--- config.mk ---
export PLATFORM = sky130hd
export DESIGN_NAME = dct_ctrl
export DESIGN_NICKNAME = d
export VERILOG_FILES = /design/src/hw/dct_ctrl.v
export VERILOG_INCLUDE_DIRS = /design/src /design/src/inc
export SDC_FILE = /design/constraint.sdc
export NUM_CORES = 1
export LEC_CHECK = 0
export ABC_CLOCK_PERIOD_IN_PS = 3850
export BUFFER_PORTS_ARGS = -buffer_cell sky130_fd_sc_hd__buf_2
export CAP_MARGIN = 20
export CORE_MARGIN = 1.5
export CORE_UTILIZATION = 40
export CTS_BUF_LIST = sky130_fd_sc_hd__clkbuf_8
export DETAILED_ROUTE_END_ITERATION = 6
export HOLD_SLACK_MARGIN = 0.05
export PLACE_DENSITY = 0.56
export SETUP_SLACK_MARGIN = 0.02
export SKIP_CTS_REPAIR_TIMING = 1
export SYNTH_ARGS = -nofsm -noshare
export SYNTH_HDL_FRONTEND = slang
export SYNTH_SLANG_ARGS = --single-unit
--- constraint.sdc ---
create_clock -name clk -period 3.85 [get_ports clk]
set_clock_uncertainty 0.15 [all_clocks]
set_input_delay 0.1925 -clock clk [delete_from_list [all_inputs] [get_ports clk]]
set_output_delay 0.1925 -clock clk [all_outputs]
set_load 0.01 [all_outputs]
--- src/inc/dct_defines.vh ---
// timing constants for the ddr2 command spacing controller
`ifndef DCT_DEFINES_VH
`define DCT_DEFINES_VH
`define DCT_CLK_PS 40000
`define DCT_WTR_PS 7500
`define DCT_RTP_PS 7500
`define DCT_XSNR_EXTRA_PS 10000
`define DCT_RFC_PS 127500
`define DCT_RAS_MIN_PS 45000
`define DCT_RAS_MAX_PS 70000000
`define DCT_IS_PS 200
`define DCT_IH_PS 275
`define DCT_XSRD_CK 8'hc8
`define DCT_XP_CK 8'h02
`define DCT_XARD_CK 8'h02
`define DCT_XARDS_SLOW_CK 8'h07
`define DCT_XARDS_FAST_CK 8'h08
`define DCT_CKE_CK 8'h03
`define DCT_ANPD_CK 8'h03
`define DCT_AXPD_CK 8'h08
`define DCT_MRD_CK 8'h02
`define DCT_MR_PDX_BIT 12
`define DCT_EMR_DQS_BIT 10
`define DCT_CMD_NOP 3'h0
`define DCT_CMD_ACT 3'h1
`define DCT_CMD_RD 3'h2
`define DCT_CMD_WR 3'h3
`define DCT_CMD_PRE 3'h4
`define DCT_CMD_MRS 3'h5
`define DCT_CMD_EMRS 3'h6
`define DCT_CMD_REF 3'h7
`define DCT_ST_IDLE 2'h0
`define DCT_ST_SREF 2'h1
`define DCT_ST_PPD 2'h2
`define DCT_ST_APD 2'h3
`endif

--- src/hw/dct_ctrl.v ---
// ddr2 command spacing and power-state timing controller
// What this block does
// - hold reads until write-to-read gap expires
// - hold precharge until read-to-precharge gap expires
// - self refresh exit: refresh time plus 10ns
// - self refresh exit: 200 cycles before read
// - precharge power down exit: 2 cycles
// - fast active power down exit: 2 cycles
// - slow exit: 7 or 8 minus additive latency
// - clock enable held 3 cycles each level
// - termination low 3 cycles before power down
// - 8 cycles after exit before termination timing
// - clock keeps running 3 cycles after clock enable drops, then stops
// - mode bit 12 picks fast or slow exit
// - read to precharge: latency plus half burst
// - 2 cycles after mode set command
// - row active at least 45ns; rows open past 70000ns flagged on row_expired
`timescale 1ns/1ps
`include "dct_defines.vh"
module dct_ctrl #(
    parameter CLK_PS = `DCT_CLK_PS,
    parameter RFC_PS = `DCT_RFC_PS,
    parameter RAS_MAX_PS = `DCT_RAS_MAX_PS,
    parameter FAST_GRADE = 0,
    parameter BANKS = 8
) (
    // clock and reset
    clk,
    rst_n,
    ce,
    // user command request
    req_valid,
    req_cmd,
    req_bank,
    req_addr,
    req_ready,
    // power state requests
    sref_enter,
    pd_enter,
    pd_exit,
    odt_req,
    // configuration
    additive_latency,
    burst_length,
    // memory pins
    mem_cke,
    mem_cmd,
    mem_bank,
    mem_addr,
    mem_odt,
    mem_clk_en,
    // status
    row_expired,
    odt_sync_ok,
    strobe_diff,
    cal_ready
);
    input wire clk;
    input wire rst_n;
    input wire ce;
    input wire req_valid;
    input wire [2:0] req_cmd;
    input wire [2:0] req_bank;
    input wire [13:0] req_addr;
    output wire req_ready;
    input wire sref_enter;
    input wire pd_enter;
    input wire pd_exit;
    input wire odt_req;
    input wire [2:0] additive_latency;
    input wire [3:0] burst_length;
    output reg mem_cke;
    output reg [2:0] mem_cmd;
    output reg [2:0] mem_bank;
    output reg [13:0] mem_addr;
    output reg mem_odt;
    output reg mem_clk_en;
    output reg [BANKS-1:0] row_expired;
    output reg odt_sync_ok;
    output reg strobe_diff;
    output reg cal_ready;

    // ns limits into cycles, rounded up, except the row active maximum, which is rounded down
    localparam integer WTR_CK = (`DCT_WTR_PS + CLK_PS - 1) / CLK_PS;
    localparam integer RTP_CK = (`DCT_RTP_PS + CLK_PS - 1) / CLK_PS;
    localparam integer XSNR_CK = (RFC_PS + `DCT_XSNR_EXTRA_PS + CLK_PS - 1) / CLK_PS;
    localparam integer RASMIN_CK = (`DCT_RAS_MIN_PS + CLK_PS - 1) / CLK_PS;
    localparam integer RASMAX_CK = RAS_MAX_PS / CLK_PS;
    localparam integer HOLD_CK = (`DCT_IS_PS + CLK_PS + `DCT_IH_PS + CLK_PS - 1) / CLK_PS;
    localparam integer XARDS_BASE = FAST_GRADE ? `DCT_XARDS_FAST_CK : `DCT_XARDS_SLOW_CK;

    function [7:0] sat_dec;
        input [7:0] v;
        begin
            sat_dec = (v == 8'h00) ? 8'h00 : v - 8'h01;
        end
    endfunction

    function [7:0] max8;
        input [7:0] a;
        input [7:0] b;
        begin
            max8 = (a > b) ? a : b;
        end
    endfunction

    reg [1:0] st_q;
    reg slow_exit_q;
    reg [7:0] wtr_q;
    reg [7:0] any_q;
    reg [7:0] rd_q;
    reg [7:0] cke_q;
    reg [7:0] odtoff_q;
    reg [7:0] axpd_q;
    reg [7:0] hold_q;
    reg [7:0] pre_q [0:BANKS-1];
    reg [7:0] rasmin_q [0:BANKS-1];
    reg [23:0] rasmax_q [0:BANKS-1];
    reg [BANKS-1:0] open_q;
    reg [2:0] b_q;

    wire [7:0] burst_half = {5'h00, burst_length[3:1]};
    wire [7:0] al8 = {5'h00, additive_latency};
    wire [7:0] rd_pre_ck = max8(al8 + burst_half, RTP_CK[7:0]);
    wire [7:0] slow_ck = (XARDS_BASE[7:0] > al8) ? XARDS_BASE[7:0] - al8 : 8'h01;

    wire is_rd = req_cmd == `DCT_CMD_RD;
    wire is_pre = req_cmd == `DCT_CMD_PRE;
    wire bank_ok = !is_pre || (pre_q[req_bank] == 8'h00 && rasmin_q[req_bank] == 8'h00);
    wire can_issue = (st_q == `DCT_ST_IDLE) && mem_cke && any_q == 8'h00 &&
        (!is_rd || (rd_q == 8'h00 && wtr_q == 8'h00)) && bank_ok;
    assign req_ready = can_issue;
    wire fire = ce && req_valid && can_issue;
    // enter only after odt low long enough and cke pulse met
    wire enter_ok = (st_q == `DCT_ST_IDLE) && mem_cke && cke_q == 8'h00 &&
        odtoff_q >= `DCT_ANPD_CK && any_q == 8'h00 && !req_valid && !odt_req;

    integer i;
    always @(posedge clk) begin
        if (!rst_n) begin
            st_q <= `DCT_ST_IDLE;
            slow_exit_q <= 1'b0;
            wtr_q <= 8'h00;
            any_q <= 8'h00;
            rd_q <= 8'h00;
            cke_q <= 8'h00;
            odtoff_q <= 8'h00;
            axpd_q <= 8'h00;
            hold_q <= 8'h00;
            open_q <= {BANKS{1'b0}};
            b_q <= 3'h0;
            mem_cke <= 1'b1;
            mem_cmd <= `DCT_CMD_NOP;
            mem_bank <= 3'h0;
            mem_addr <= 14'h0000;
            mem_odt <= 1'b0;
            mem_clk_en <= 1'b1;
            row_expired <= {BANKS{1'b0}};
            odt_sync_ok <= 1'b1;
            strobe_diff <= 1'b1;
            cal_ready <= 1'b0;
            for (i = 0; i < BANKS; i = i + 1) begin
                pre_q[i] <= 8'h00;
                rasmin_q[i] <= 8'h00;
                rasmax_q[i] <= 24'h000000;
            end
        end else if (ce) begin
            wtr_q <= sat_dec(wtr_q);
            any_q <= sat_dec(any_q);
            rd_q <= sat_dec(rd_q);
            cke_q <= sat_dec(cke_q);
            axpd_q <= sat_dec(axpd_q);
            hold_q <= sat_dec(hold_q);
            odt_sync_ok <= (axpd_q <= 8'h01);
            cal_ready <= 1'b0;
            mem_cmd <= `DCT_CMD_NOP;
            for (i = 0; i < BANKS; i = i + 1) begin
                pre_q[i] <= sat_dec(pre_q[i]);
                rasmin_q[i] <= sat_dec(rasmin_q[i]);
                if (open_q[i] && rasmax_q[i] != 24'h000000)
                    rasmax_q[i] <= rasmax_q[i] - 24'h000001;
                row_expired[i] <= open_q[i] && rasmax_q[i] <= 24'h000001;
            end
            // odt low counter, counting on in power down, where odt is held off
            if (odt_req && st_q == `DCT_ST_IDLE && mem_cke && axpd_q == 8'h00) begin
                mem_odt <= 1'b1;
                odtoff_q <= 8'h00;
            end else begin
                mem_odt <= 1'b0;
                if (odtoff_q != 8'hff)
                    odtoff_q <= odtoff_q + 8'h01;
            end
            if (hold_q == 8'h01)
                mem_clk_en <= 1'b0;
            if (fire) begin
                mem_cmd <= req_cmd;
                mem_bank <= req_bank;
                mem_addr <= req_addr;
                case (req_cmd)
                    `DCT_CMD_WR: begin
                        wtr_q <= max8(wtr_q, al8 + burst_half + 8'h04 + WTR_CK[7:0]);
                    end
                    `DCT_CMD_RD: begin
                        pre_q[req_bank] <= rd_pre_ck;
                    end
                    `DCT_CMD_ACT: begin
                        open_q[req_bank] <= 1'b1;
                        rasmin_q[req_bank] <= RASMIN_CK[7:0];
                        rasmax_q[req_bank] <= RASMAX_CK[23:0];
                    end
                    `DCT_CMD_PRE: begin
                        open_q[req_bank] <= 1'b0;
                    end
                    `DCT_CMD_MRS: begin
                        any_q <= `DCT_MRD_CK;
                        slow_exit_q <= req_addr[`DCT_MR_PDX_BIT];
                    end
                    `DCT_CMD_EMRS: begin
                        any_q <= `DCT_MRD_CK;
                        strobe_diff <= !req_addr[`DCT_EMR_DQS_BIT];
                        cal_ready <= 1'b1;
                    end
                    default: begin
                        any_q <= any_q;
                    end
                endcase
            end else if (enter_ok && (sref_enter || pd_enter)) begin
                mem_cke <= 1'b0;
                mem_cmd <= sref_enter ? `DCT_CMD_REF : `DCT_CMD_NOP;
                cke_q <= `DCT_CKE_CK;
                hold_q <= HOLD_CK[7:0] + 8'h01;
                st_q <= sref_enter ? `DCT_ST_SREF : ((|open_q) ? `DCT_ST_APD : `DCT_ST_PPD);
            end else if (st_q != `DCT_ST_IDLE && pd_exit && cke_q == 8'h00) begin
                mem_cke <= 1'b1;
                mem_clk_en <= 1'b1;
                hold_q <= 8'h00;
                cke_q <= `DCT_CKE_CK;
                axpd_q <= `DCT_AXPD_CK;
                odt_sync_ok <= 1'b0;
                st_q <= `DCT_ST_IDLE;
                case (st_q)
                    `DCT_ST_SREF: begin
                        any_q <= XSNR_CK[7:0];
                        rd_q <= `DCT_XSRD_CK;
                    end
                    `DCT_ST_PPD: begin
                        any_q <= `DCT_XP_CK;
                    end
                    default: begin
                        any_q <= `DCT_XP_CK;
                        rd_q <= slow_exit_q ? slow_ck : `DCT_XARD_CK;
                    end
                endcase
            end
        end
    end
endmodule

Yosys cells after proc, flatten, opt, wreduce, memory -nomap -nowiden
Memories as Yosys holds them, arrays and structs flattened.
Index checks and enable logic that the tools add are counted.
{"block": "word_totals", "register_bits": 101, "ram_bits": 320, "elab_cells": 345, "n_memories": 3}
{"block": "classes", "add_sub_neg": 35, "magnitude_cmp": 15, "n_eq_ne": 12, "mux": 140, "bitwise_logic": 28, "n_reduce_logical": 92}
{"memory": "rasmax_q", "depth": 8, "word_bits": 24, "read_ports": 8, "rd_ports_with_merged_regs": 0, "wr": 9, "line_no": "dct_ctrl.v:118", "text": "reg [23:0] rasmax_q [0:BANKS-1];"}
{"memory": "pre_q", "depth": 8, "word_bits": 8, "read_ports": 9, "rd_ports_with_merged_regs": 0, "wr": 9, "line_no": "dct_ctrl.v:116", "text": "reg [7:0] pre_q [0:BANKS-1];"}
{"memory": "rasmin_q", "depth": 8, "word_bits": 8, "read_ports": 9, "rd_ports_with_merged_regs": 0, "wr": 9, "line_no": "dct_ctrl.v:117", "text": "reg [7:0] rasmin_q [0:BANKS-1];"}
{"cell": "$mux W8", "n": 61}
{"cell": "$le A24 B1 Y1 const B", "n": 8}
{"cell": "$logic_not A8 Y1", "n": 24}
{"cell": "$mux W24", "n": 8}
{"cell": "$reduce_bool A24 Y1", "n": 8}
{"cell": "$sub A24 B1 Y24 const B", "n": 8}
{"cell": "$sub A8 B1 Y8 const B", "n": 22}
{"cell": "$mux W1", "n": 60}
{"cell": "$pmux W8 S2", "n": 3}
{"cell": "$logic_and A1 B1 Y1", "n": 36}
{"cell": "$or A1 B1 Y1", "n": 24}
{"cell": "$mux W3", "n": 4}
{"cell": "$reduce_and A3 Y1", "n": 4}
{"cell": "$eq A3 B3 Y1 const B", "n": 3}
{"cell": "$add A8 B1 Y8 const B", "n": 1}
{"cell": "$and A8 B8 Y8", "n": 1}
{"cell": "$eq A8 B1 Y1 const B", "n": 1}
{"cell": "$ge A8 B2 Y1 const B", "n": 1}
{"cell": "$gt A8 B1 Y1 const B", "n": 1}
{"cell": "$gt A8 B6 Y1", "n": 1}
{"cell": "$le A8 B1 Y1 const B", "n": 1}
{"cell": "$ne A8 B8 Y1 const B", "n": 1}
{"cell": "$not A8 Y8", "n": 1}
{"cell": "$or A8 B8 Y8", "n": 1}
{"cell": "other kinds (23)", "n": 39}

Logic depth before layout (Yosys ltp)
Gate-level depths: netlist (run 1).
{"block": "logic_depth", "ltp_word": 10, "depth_mapped": 14, "ltp_nobuf": 14}

Least setup slack after synthesis (run 1)
OpenSTA, ideal clock, no wires.
{"block": "synth_path", "path_type": "input to register", "startpoint": "in additive_latency[0]", "endpoint": "reg wtr_q[0]", "setup_ns": 0.139, "arrival_ns": 2.604, "path_slack_ns": 0.957, "cell_stages": 14, "path_buffers": 0, "path_cell_list": "ha_1 inv_1 fa_1 inv_1 ha_1 inv_1 ha_1 nor2b_1 o21a_1 o21a_1 o21a_1 o22ai_1 a22oi_1 mux2i_1"}
{"block": "synth_via", "elab_chain_cells": 6}
{"element": "from (decl)", "line_no": "dct_ctrl.v:70", "text": "input wire [2:0] additive_latency;"}
{"element": "$add A3 B3 Y4 (*)", "line_no": "dct_ctrl.v:201", "text": "wtr_q <= max8(wtr_q, al8 + burst_half + 8'h04 + WTR_CK[7:0]);"}
{"element": "$add A4 B3 Y5 (*)", "line_no": "dct_ctrl.v:201"}
{"element": "$add A5 B1 Y6 (*)", "line_no": "dct_ctrl.v:201"}
{"element": "$gt A8 B6 Y1 or $mux W8 (tied branches)", "line_no": "dct_ctrl.v:103", "text": "max8 = (a > b) ? a : b;"}
{"element": "$ne A3 B3 Y1 (no line) or $mux W8 (tied branches)"}
{"element": "$reduce_and A2 Y1 (no line) or $mux W8 (tied branches)"}
{"element": "to (signal assigned)", "line_no": "dct_ctrl.v:168", "text": "wtr_q <= sat_dec(wtr_q);"}
{"element": "to (signal assigned)", "line_no": "dct_ctrl.v:201"}
{"element": "to (decl)", "line_no": "dct_ctrl.v:109", "text": "reg [7:0] wtr_q;"}
Mark *: on every way between the ends. The rest lies on a longest branch, timed or not. The select of a mux whose other input is x is not followed.
A chain may end at the register's enable or synchronous reset.

==> metrics.md, run 1 <==
| Metric | Value |
|---|---|
| Status | `finished clean` |
| Grt total ovfl | `0` |
| Pin count of the biggest net entering global routing | `62` |
| F_max | `270.4 MHz` |
| Gr usage total | `roughly a fifth` |
| Post-layout minimum cycle time | `3.698 ns` |
| Synth Area in XOR/XNOR | `7.581%` |
| Compound-Gate Fraction of Synth Area | `15.71%` |
| Arr. time, crit path | `3.36 ns` |
| Die Y | `237.3 um` |
| Clock Sinks | `421` |
| CP required | `around 3.5 ns` |
| CTS tree | `done` |
| Post-synthesis cell type count | `83` |
| Drt wl/cell | `~17 um` |
| Crit Path Max Fanout | `6` |
| Final wirelength | `roughly 60000 um` |
| Die X-Extent | `237.3 um` |
| Post-Syn Nets | `approximately 2.8k` |
| Final #Nets | `2913` |
| Crit Path Category | `reg2out` |
| YS warnings | `0` |
| Mux share of post-synthesis cell area | `between 1 and 1.5%` |
| Ys flop type | `dfxtp_1` |
| DRT iter0 DRCs | `1131` |
| Multi-input gate area | `12530 um^2` |
| Share of layout cells above drive strength 1 | `10.31%` |
| Final hold vios | `0` |
| Min Hold Slack | `between 0.04 and 0.05 ns` |
| Synth top area cells | `dfxtp_1 (35%), nor2_1 (6.5%), o21ai_0 (4.8%)` |
| Setup-failing EPs final | `0` |
| GP Congestion | `0.8644` |
| Dpl ws | `roughly 0.3 ns` |
| Power Dens Cells | `581.6 nW/um^2` |
| Synthesis-stage register bit count | `421` |
| Skew-Pair Late Insertion Delay | `between 0.6 and 0.7 ns` |
| Worst-margin pin slew | `1.092 ns` |
| Tcrit/Tclk final | `96.06%` |
| EDFF count, synth | `32` |
| HP Class | `in2reg` |
| Max-cap violations | `0` |
| Critical path capture point type | `output port` |
| FFs w/ async S/R, synth | `0%` |
| Post-DR vias/cell | `5.567` |
| Post-synth top area share | `a little over a third` |
| CTS Buffer Depth | `3` |
| Commonest non-fill, non-tap cell in the layout | `dfxtp_1` |
| Rel. slew slack | `26.52%` |
| ANT nets after route | `0` |
| Vias in the first global route | `19.03k` |
| Worst IR Drop VDD | `~0.37 mV` |
| Placed wire-length estimate | `40620 um` |
| Worst setup margin | `0.1516 ns` |
| Initial Utilization | `a little over 40%` |
| DR pass1 iterations | `5` |
| Cells after Synth | `2666` |
| RSZ-0062 raised after global routing | `no` |
| I/O pin count | `70` |
| Root Driver | `clkbuf_8` |
| Synth-to-Final Area Change | `14.46%` |
| Mapped Area | `21950 um^2` |
| Initial antenna violation count | `1` |
| Final Power | `0.01461 W` |
| Commonest non-fill, non-tap cells in the layout | `dfxtp_1 (389), nor2_1 (377), nand2_1 (221)` |
| # fillers | `~5.4k` |
| Sequential cell area | `8748 um^2` |
| Global-route wire length before repair | `97460 um` |
| Drt drc | `0` |
| Crit path launch type | `flip-flop` |
| Vias | `19.81k` |
| Final Max Tran Viols | `0` |
| CTS buffer count | `77` |
| Largest family of logic cells by synthesized area | `simple AND/OR/NAND/NOR gates` |
| Clock transition at path regs | `approximately 0.06 ns` |
| H-tree depth | `3` |
| Post-synthesis sequential area ratio | `between 30% and 40%` |
| Adder and majority gate portion of the synthesized area | `4.594%` |
| Syn Area/Cell | `slightly above 8 um^2` |
| Simple-gate share of the synthesized area | `27.58%` |
| Core area | `54030 um^2` |
| Area leader, netlist | `dfxtp_1` |
| Static Leak | `9.870 nW` |
| # rows | `85` |
| PortBufs | `68` |
| Layout Utilization | `46.51%` |
| Die area | `56290 um^2` |
synthesized netlist by cell type (17+ instances only):
library cell / instances
dfxtp_1: 389
or2_2: 19
nand4_1: 27
inv_1: 88
xnor2_1: 86
or4_1: 53
mux2i_1: 30
nor2_1: 379
xor2_1: 104
clkbuf_1: 77
nand2_1: 221
nor3b_1: 19
nand3b_1: 22
edfxtp_1: 32
o21ai_0: 212
nor3_1: 107
a31oi_1: 24
o22ai_1: 23
nand2b_1: 24
or3_1: 116
nand3_1: 52
o31ai_1: 17
nor4_1: 60
a21oi_1: 156
ha_1: 79
per-layer routing:
layer / vias up / track usage, % / share of wire (%)
met1: 9478 / 27.46 / 47
met5: - / 0 / 0
met2: 379 / 35.13 / 47
met4: 0 / 7.412 / 2.5
met3: 105 / 3.472 / 4.3
li1: 9850 / - / -
through the flow:
stage | area (um^2) | cells | TNS, ns
3_5_place_dp | 23190 | 3385 | 0
4_1_cts | 24810 | 3527 | -0.1361
5_1_grt | 25120 | 3558 | 0
6_report | 25130 | 3559 | 0
2_1_floorplan | 21950 | 2666 | 0
3_3_place_gp | 23190 | 3385 | 0
area by class of cell:
cell class | count | area share (%)
antenna | 2 | 0.01992
clock buffer | 99 | 5.423
clock inverter | 43 | 1.036
inverter | 90 | 1.350
multi-input combinational | 2062 | 49.85
sequential | 421 | 34.82
tap | 696 | 3.466
timing repair buffer | 146 | 4.034
worst max-delay path, stage by stage (launching register included):
cell and delay, ns:
edfxtp_1 0.42, or4b_2 0.68, o221ai_2 0.21, o21ai_0 0.14, o41ai_2 0.42, nand4_1 0.17
buf_4 0.20, a211oi_2 0.27, buf_2 0.19
worst paths after layout:
check	from	to	cells past startpoint	slack [ns]
worst max register to register	rd_q[1]	pre_q[6][0]	9	0.21
worst min register to register	row_expired[7]	row_expired[7]	2	0.29
worst max-delay path	pre_q[3][1]	req_ready	8	0.15
worst min-delay path	req_valid	mem_cmd[0]	5	0.05
report_power, final:
part	total [W]	internal (W)	leakage, nW	switching (W)
registers	0.00588	0.00509	3.51	0.000797
clock network	0.00444	0.00246	0.930	0.00198
logic	0.00429	0.00181	5.43	0.00248
total	0.0146	0.00936	9.87	0.00525
flip-flops by register name, indices dropped and copies added, names as in the netlist, named ones only:
register	cells
any_q	8
rasmax_q	192
odtoff_q	8
pre_q	64
row_expired	8
rasmin_q	64
mem_odt	1
mem_cmd	3
rd_q	8
mem_bank	3
mem_clk_en	1
st_q	2
axpd_q	8
cke_q	8
hold_q	8
wtr_q	8
cal_ready	1
strobe_diff	1
slow_exit_q	1
mem_cke	1
odt_sync_ok	1
mem_addr	14
cells by family (layout without fill, tap and decap cells):
logic type,after synthesis,after routing
adders and majority gates,80,80
and+or+nand+nor,1188,1188
buffers and inverters,183,378
muxes,31,31
xor gates and xnor gates,190,190
AOI/OAI and AO/OA,573,573
other,0,2
DFF,421,421
(Power assumes the default switching activity.)
==> run 2, diff against run 1 <==
--- a/config.mk
+++ b/config.mk
@@ -6,7 +6,7 @@
 export SDC_FILE = /design/constraint.sdc
 export NUM_CORES = 1
 export LEC_CHECK = 0
-export ABC_CLOCK_PERIOD_IN_PS = 3850
+export ABC_CLOCK_PERIOD_IN_PS = 4600
 export BUFFER_PORTS_ARGS = -buffer_cell sky130_fd_sc_hd__buf_2
 export CAP_MARGIN = 20
 export CORE_MARGIN = 1.5
==> constraint.sdc (replaced) <==
create_clock -name clk -period 4.6 [get_ports clk]
set_clock_uncertainty 0.15 [all_clocks]
set_input_delay 0.23 -clock clk [delete_from_list [all_inputs] [get_ports clk]]
set_output_delay 0.23 -clock clk [all_outputs]
set_load 0.01 [all_outputs]
==> metrics.md, run 2 (synthesis gave the netlist of run 1 again) <==
| Metric | Value |
|---|---|
| Synth-to-Final Area Change | `14.01% (was 14.46%)` |
| Rel. slew slack | `29.00% (was 26.52%)` |
| Final wirelength | `60190 um (was 60120 um)` |
| Status | `finished clean (unchanged)` |
| Placed wire-length estimate | `40770 um (was 40620 um)` |
| Crit Path Max Fanout | `19 (was 6)` |
| Top Metal Used | `met4 (unchanged)` |
| Post-DR vias/cell | `5.600 (was 5.567)` |
| F_max | `~240 MHz` |
| Vias in the first global route | `18.80k (was 19.03k)` |
| Hold_sp | `req_cmd[0] (was req_valid)` |
| Global-route wire length before repair | `96430 um (was 97460 um)` |
| PortBufs | `68 (unchanged)` |
| ANT nets after route | `0 (unchanged)` |
| RSZ-0062 raised after global routing | `no (unchanged)` |
| Slack of the worst reg-to-reg path | `0.95 ns (was 0.21 ns)` |
| Clock Sinks | `421 (unchanged)` |
| Final Power | `0.01227 W (was 0.01461 W)` |
| Met3 Wirelength | `3118 um (was 2611 um)` |
| Gr usage total | `20.96% (was 21.05%)` |
| Reg with most FFs | `rasmax_q (unchanged)` |
| Commonest non-fill, non-tap cells in the layout | `dfxtp_1 (389), nor2_1 (377), nand2_1 (221) (unchanged)` |
| Top flop regs | `rasmax_q x192, pre_q x64, rasmin_q x64 (unchanged)` |
| Multi-input gate area | `12510 um^2 (was 12530 um^2)` |
| Drt wl/cell | `17.00 um (was 16.89 um)` |
| Core area | `54030 um^2 (unchanged)` |
| Critical path capture point type | `output port (unchanged)` |
| Placed insts | `3371 (was 3385)` |
| DR pass1 iterations | `5 (unchanged)` |
| Initial antenna violation count | `1 (unchanged)` |
| Die X-Extent | `237.3 um (unchanged)` |
| HP Class | `in2reg (unchanged)` |
| Min Hold Slack | `0.04619 ns (was 0.04556 ns)` |
| Die Y | `237.3 um (unchanged)` |
| Setup TNS | `0 ns (unchanged)` |
| I/O pin count | `70 (unchanged)` |
| Cells on worst reg2reg path | `11 (was 9)` |
| Post-layout minimum cycle time | `approximately 4 ns` |
| Final hold vios | `0 (unchanged)` |
| WHS Path Cells | `5 (unchanged)` |
| Initial Utilization | `40.63% (unchanged)` |
| Max-cap violations | `0 (unchanged)` |
| Crit Path Category | `in2out (was reg2out)` |
| Die area | `56290 um^2 (unchanged)` |
| Skew-Pair Late Insertion Delay | `0.67 ns (was 0.66 ns)` |
| Final #Nets | `2901 (was 2913)` |
| WL met1 | `27770 um (was 27970 um)` |
| Tcrit/Tclk final | `89.53%` |
| CP required | `4.22 ns (was 3.51 ns)` |
| Wire length on met2 | `27730 um (was 28010 um)` |
| Hold Path End | `slow_exit_q (was mem_cmd[0])` |
| Root Driver | `clkbuf_8 (unchanged)` |
| DRT iter0 DRCs | `1325 (was 1131)` |
| Worst r2r dst | `rasmin_q[3][5] (was pre_q[6][0])` |
| Number of flip-flops in the largest register | `192 (unchanged)` |
| Power Dens Cells | `490.4 nW/um^2 (was 581.6 nW/um^2)` |
| GP Congestion | `0.8588 (was 0.8644)` |
| Worst IR Drop VDD | `0.2137 mV (was 0.3729 mV)` |
| Worst-margin pin slew | `1.055 ns (was 1.092 ns)` |
| Pin count of the biggest net entering global routing | `62 (unchanged)` |
| Vias | `19.83k (was 19.81k)` |
| CTS tree | `done (unchanged)` |
| Commonest non-fill, non-tap cell in the layout | `dfxtp_1 (unchanged)` |
| FF-to-FF Start | `any_q[0] (was rd_q[1])` |
| Clock transition at path regs | `0.06 ns (about the same)` |
| Sequential cell area | `8748 um^2 (unchanged)` |
| H-tree depth | `3 (unchanged)` |
| Grt total ovfl | `0 (unchanged)` |
| Drt drc | `0 (unchanged)` |
| Share of layout cells above drive strength 1 | `9.845% (was 10.31%)` |
| Layout Utilization | `46.32% (was 46.51%)` |
| CTS Buffer Depth | `3 (unchanged)` |
| Post-Layout Cell Count | `3541 (was 3559)` |
| Static Leak | `9.780 nW (was 9.870 nW)` |
| CTS buffer count | `79 (was 77)` |
| Arr. time, crit path | `3.74 ns (was 3.36 ns)` |
| # rows | `85 (unchanged)` |
| # fillers | `5342 (was 5371)` |
| Crit path launch type | `primary input (was flip-flop)` |
| Final Max Tran Viols | `0 (unchanged)` |
| Setup-failing EPs final | `0 (unchanged)` |
run 2: critical path, cell delays in order:
cell	delay (ns)
dlygate4sd3_1	0.52
buf_2	0.38
buf_4	0.31
inv_1	0.09
o311ai_0	0.63
a21oi_1	0.13
nor4_1	0.51
nand4_1	0.31
a211oi_1	0.41
buf_2	0.21
run 2: per-stage QoR:
stage	area (um^2)	worst slack (ns)
6_report	25030	0.4815
5_1_grt	25030	0.3804
4_1_cts	24720	0.6031
3_5_place_dp	23080	0.9223
3_3_place_gp	23080	1.071
2_1_floorplan	21950	1.669
run 2: worst max-delay path by stage:
stage,end,from
floorplan,wtr_q[0],additive_latency[0]
global placement,mem_bank[2],req_bank[0]
detailed placement,mem_bank[0],req_bank[0]
CTS,req_ready,pre_q[3][3]
global route,req_ready,req_bank[0]
finish,req_ready,req_bank[0]
run 2: cell type report:
class	instances	area share, %
clock buffer	98	5.390
inverter	90	1.355
antenna	1	0.009999
clock inverter	41	1.160
sequential	421	34.96
multi-input combinational	2062	50.01
tap	696	3.480
timing repair buffer	132	3.640
run 2: power breakdown:
group          leakage, nW  internal (W)  total, W  switching [W]
clock                0.913       0.00214   0.00380        0.00166
sequential            3.51       0.00426   0.00493       0.000671
combinational         5.36       0.00148   0.00354        0.00206
run 2: layer usage:
layer  GRT usage [%]  up-vias
met5               0        -
met4           7.103        0
met3           3.856      116
met2           34.60      475
met1           27.50     9439
li1                -     9800
==> run 3, diff against run 2 <==
--- a/config.mk
+++ b/config.mk
@@ -6,7 +6,7 @@
 export SDC_FILE = /design/constraint.sdc
 export NUM_CORES = 1
 export LEC_CHECK = 0
-export ABC_CLOCK_PERIOD_IN_PS = 4600
+export ABC_CLOCK_PERIOD_IN_PS = 4200
 export BUFFER_PORTS_ARGS = -buffer_cell sky130_fd_sc_hd__buf_2
 export CAP_MARGIN = 20
 export CORE_MARGIN = 1.5
@@ -20,3 +20,4 @@
 export SYNTH_ARGS = -nofsm -noshare
 export SYNTH_HDL_FRONTEND = slang
 export SYNTH_SLANG_ARGS = --single-unit
+export TNS_END_PERCENT = 50
==> constraint.sdc (replaced) <==
create_clock -name clk -period 4.2 [get_ports clk]
set_clock_uncertainty 0.15 [all_clocks]
set_input_delay 0.84 -clock clk [delete_from_list [all_inputs] [get_ports clk]]
set_output_delay 0.84 -clock clk [all_outputs]
set_load 0.01 [all_outputs]
==> metrics.md, run 3 (synthesis gave the netlist of run 1 again) <==
| Metric | Value |
|---|---|
| Status | `complete, but fails checks (was finished clean)` |
| Failing checks | `setup timing` |
| Reg power frac | `41.2% (was 40.2%)` |
| Final Max Tran Viols | `0 (unchanged)` |
| Die area | `56290 um^2 (unchanged)` |
| Final wirelength | `60400 um (was 60190 um)` |
| Global route hottest layer | `met2 (unchanged)` |
| Rel. slew slack | `38.02% (was 29.00%)` |
| Sequential cell area | `8748 um^2 (unchanged)` |
| PortBufs | `68 (unchanged)` |
| Power Dens Cells | `531.3 nW/um^2 (was 490.4 nW/um^2)` |
| HP Class | `in2reg (unchanged)` |
| Multi-input gate area | `12570 um^2 (was 12510 um^2)` |
| Commonest non-fill, non-tap cells in the layout | `dfxtp_1 (389), nor2_1 (377), nand2_1 (221) (unchanged)` |
| Worst-margin pin slew | `0.9212 ns (was 1.055 ns)` |
| Root Driver | `clkbuf_8 (unchanged)` |
| Max-cap violations | `0 (unchanged)` |
| Arr. time, crit path | `3.24 ns (was 3.74 ns)` |
| Post-Layout Cell Count | `3531 (was 3541)` |
| Placed wire-length estimate | `41700 um (was 40770 um)` |
| GP Congestion | `0.8723 (was 0.8588)` |
| Sw power | `0.004816 W (was 0.004388 W)` |
| Final #Nets | `2890 (was 2901)` |
| Post-layout minimum cycle time | `approximately 4.2 ns` |
| Skew-Pair Late Insertion Delay | `0.66 ns (was 0.67 ns)` |
| Gr usage total | `21.29% (was 20.96%)` |
| Global-route wire length before repair | `98280 um (was 96430 um)` |
| Critical path capture point type | `output port (unchanged)` |
| Die X-Extent | `237.3 um (unchanged)` |
| H-tree depth | `3 (unchanged)` |
| RSZ-0062 raised after global routing | `yes (was no)` |
| Crit path launch type | `primary input (unchanged)` |
| Placed insts | `3390 (was 3371)` |
| Final hold vios | `0 (unchanged)` |
| Die Y | `237.3 um (unchanged)` |
| Static Leak | `9.753 nW (was 9.780 nW)` |
| WHS Path Cells | `3 (was 5)` |
| Synth-to-Final Area Change | `13.12% (was 14.01%)` |
| Number of flip-flops in the largest register | `192 (unchanged)` |
| Grt total ovfl | `0 (unchanged)` |
| Crit Path Category | `in2out (unchanged)` |
| Initial Utilization | `40.63% (unchanged)` |
| Layout Utilization | `45.96% (was 46.32%)` |
| Cell Int Power | `0.008377 W (was 0.007883 W)` |
| Initial antenna violation count | `2 (was 1)` |
| Clock transition at path regs | `0.06 ns (about the same)` |
| CP required | `3.21 ns (was 4.22 ns)` |
| Tcrit/Tclk final | `100.8%` |
| CTS tree | `done (unchanged)` |
| Pin count of the biggest net entering global routing | `61 (was 62)` |
| DR pass1 iterations | `5 (unchanged)` |
| Sw frac | `36.50% (was 35.76%)` |
| Core area | `54030 um^2 (unchanged)` |
| Post-DR vias/cell | `5.588 (was 5.600)` |
| F_max | `236.1 MHz` |
| Met1 GRT Util | `28.00% (was 27.50%)` |
| Setup-failing EPs final | `1 (was 0)` |
| Drt wl/cell | `17.11 um (was 17.00 um)` |
| # rows | `85 (unchanged)` |
| Cells on worst reg2reg path | `9 (was 11)` |
| Logic pwr share | `29.8% (was 28.9%)` |
| Reg with most FFs | `rasmax_q (unchanged)` |
| Worst IR Drop VDD | `0.2553 mV (was 0.2137 mV)` |
| Crit Path Max Fanout | `14 (was 19)` |
| CTS Buffer Depth | `3 (unchanged)` |
| DRT iter0 DRCs | `1098 (was 1325)` |
| Top flop regs | `rasmax_q x192, pre_q x64, rasmin_q x64 (unchanged)` |
| Clock Sinks | `421 (unchanged)` |
| Commonest non-fill, non-tap cell in the layout | `dfxtp_1 (unchanged)` |
| Vias in the first global route | `18.91k (was 18.80k)` |
| # fillers | `5328 (was 5342)` |
| Met3 GRT Util | `3.670% (was 3.856%)` |
| CTS buffer count | `78 (was 79)` |
| Share of layout cells above drive strength 1 | `10.48% (was 9.845%)` |
| Drt drc | `0 (unchanged)` |
| ANT nets after route | `0 (unchanged)` |
| Met2 usage in global routing | `34.91% (was 34.60%)` |
| Vias | `19.73k (was 19.83k)` |
| I/O pin count | `70 (unchanged)` |
| Power share of the clock group | `29.0% (was 31.0%)` |
| Worst setup margin | `-0.03474 ns (was 0.4815 ns)` |
[run 3: changes by cell type in the layout (fill, tap and decap cells not counted), sizes merged]
cell / before / now
buf: 102 / 121
bufinv: 4 / 0
clkbuf: 98 / 96
clkinv: 13 / 12
clkinvlp: 4 / 2
diode: 1 / 2
dlygate4sd3: 30 / 0
inv: 110 / 119
[run 3: worst paths after layout]
kind / from / end / slack [ns]
min reg2reg: row_expired[1] / row_expired[1] / 0.30
min: req_addr[11] / mem_addr[11] / 0.27
max: req_bank[0] / req_ready / -0.03
max reg2reg: rd_q[0] / pre_q[6][1] / 0.54
[run 3: worst max-delay path, stage by stage]
cell	delay, ns
clkbuf_4	0.17
buf_12	0.16
or4b_2	0.58
o211ai_1	0.17
o41ai_1	0.14
nor4_1	0.28
nand4_1	0.27
buf_4	0.22
a211oi_2	0.17
buf_4	0.15
buf_6	0.09
[run 3: cell type report]
class | instances | share of cell area (%)
Sequential cell | 421 | 35.23
Inverter | 90 | 1.366
Clock inverter | 43 | 0.7559
Timing Repair Buffer | 122 | 3.230
Clock buffer | 95 | 5.266
Multi-Input combinational cell | 2062 | 50.62
Tap cell | 696 | 3.507
Antenna cell | 2 | 0.02016
[run 3: layer usage]
metal | wire, um | vias up
met5 | 10 | -
li1 | - | 9790
met3 | 2764 | 99
met2 | 28020 | 411
met4 | 1639 | 2
met1 | 27960 | 9430
[run 3: power by group through the flow]
stage	Clock (W)	Sequential, W	Combinational, W
after floorplan	0	0.00522	0.00302
after global placement	0	0.00547	0.00375
after detailed placement	0	0.00548	0.00384
after CTS	0.00394	0.00540	0.00387
after global routing	0.00415	0.00552	0.00446
final	0.00382	0.00543	0.00394
[run 3: per-stage QoR]
stage	power, W	cell area [um^2]	hold slack [ns]	worst slack (ns)	TNS, ns
after CTS	0.01322	24730	0.2119	-0.3472	-0.3472
after global placement	0.009221	23240	0.2885	-0.2120	-0.2120
after detailed placement	0.009318	23240	0.2963	-0.2161	-0.2161
final	0.01319	24830	0.2735	-0.03474	-0.03474
after global routing	0.01413	24830	0.2304	-0.1364	-0.1364
after floorplan	0.008245	21950	0.2866	0.4102	0
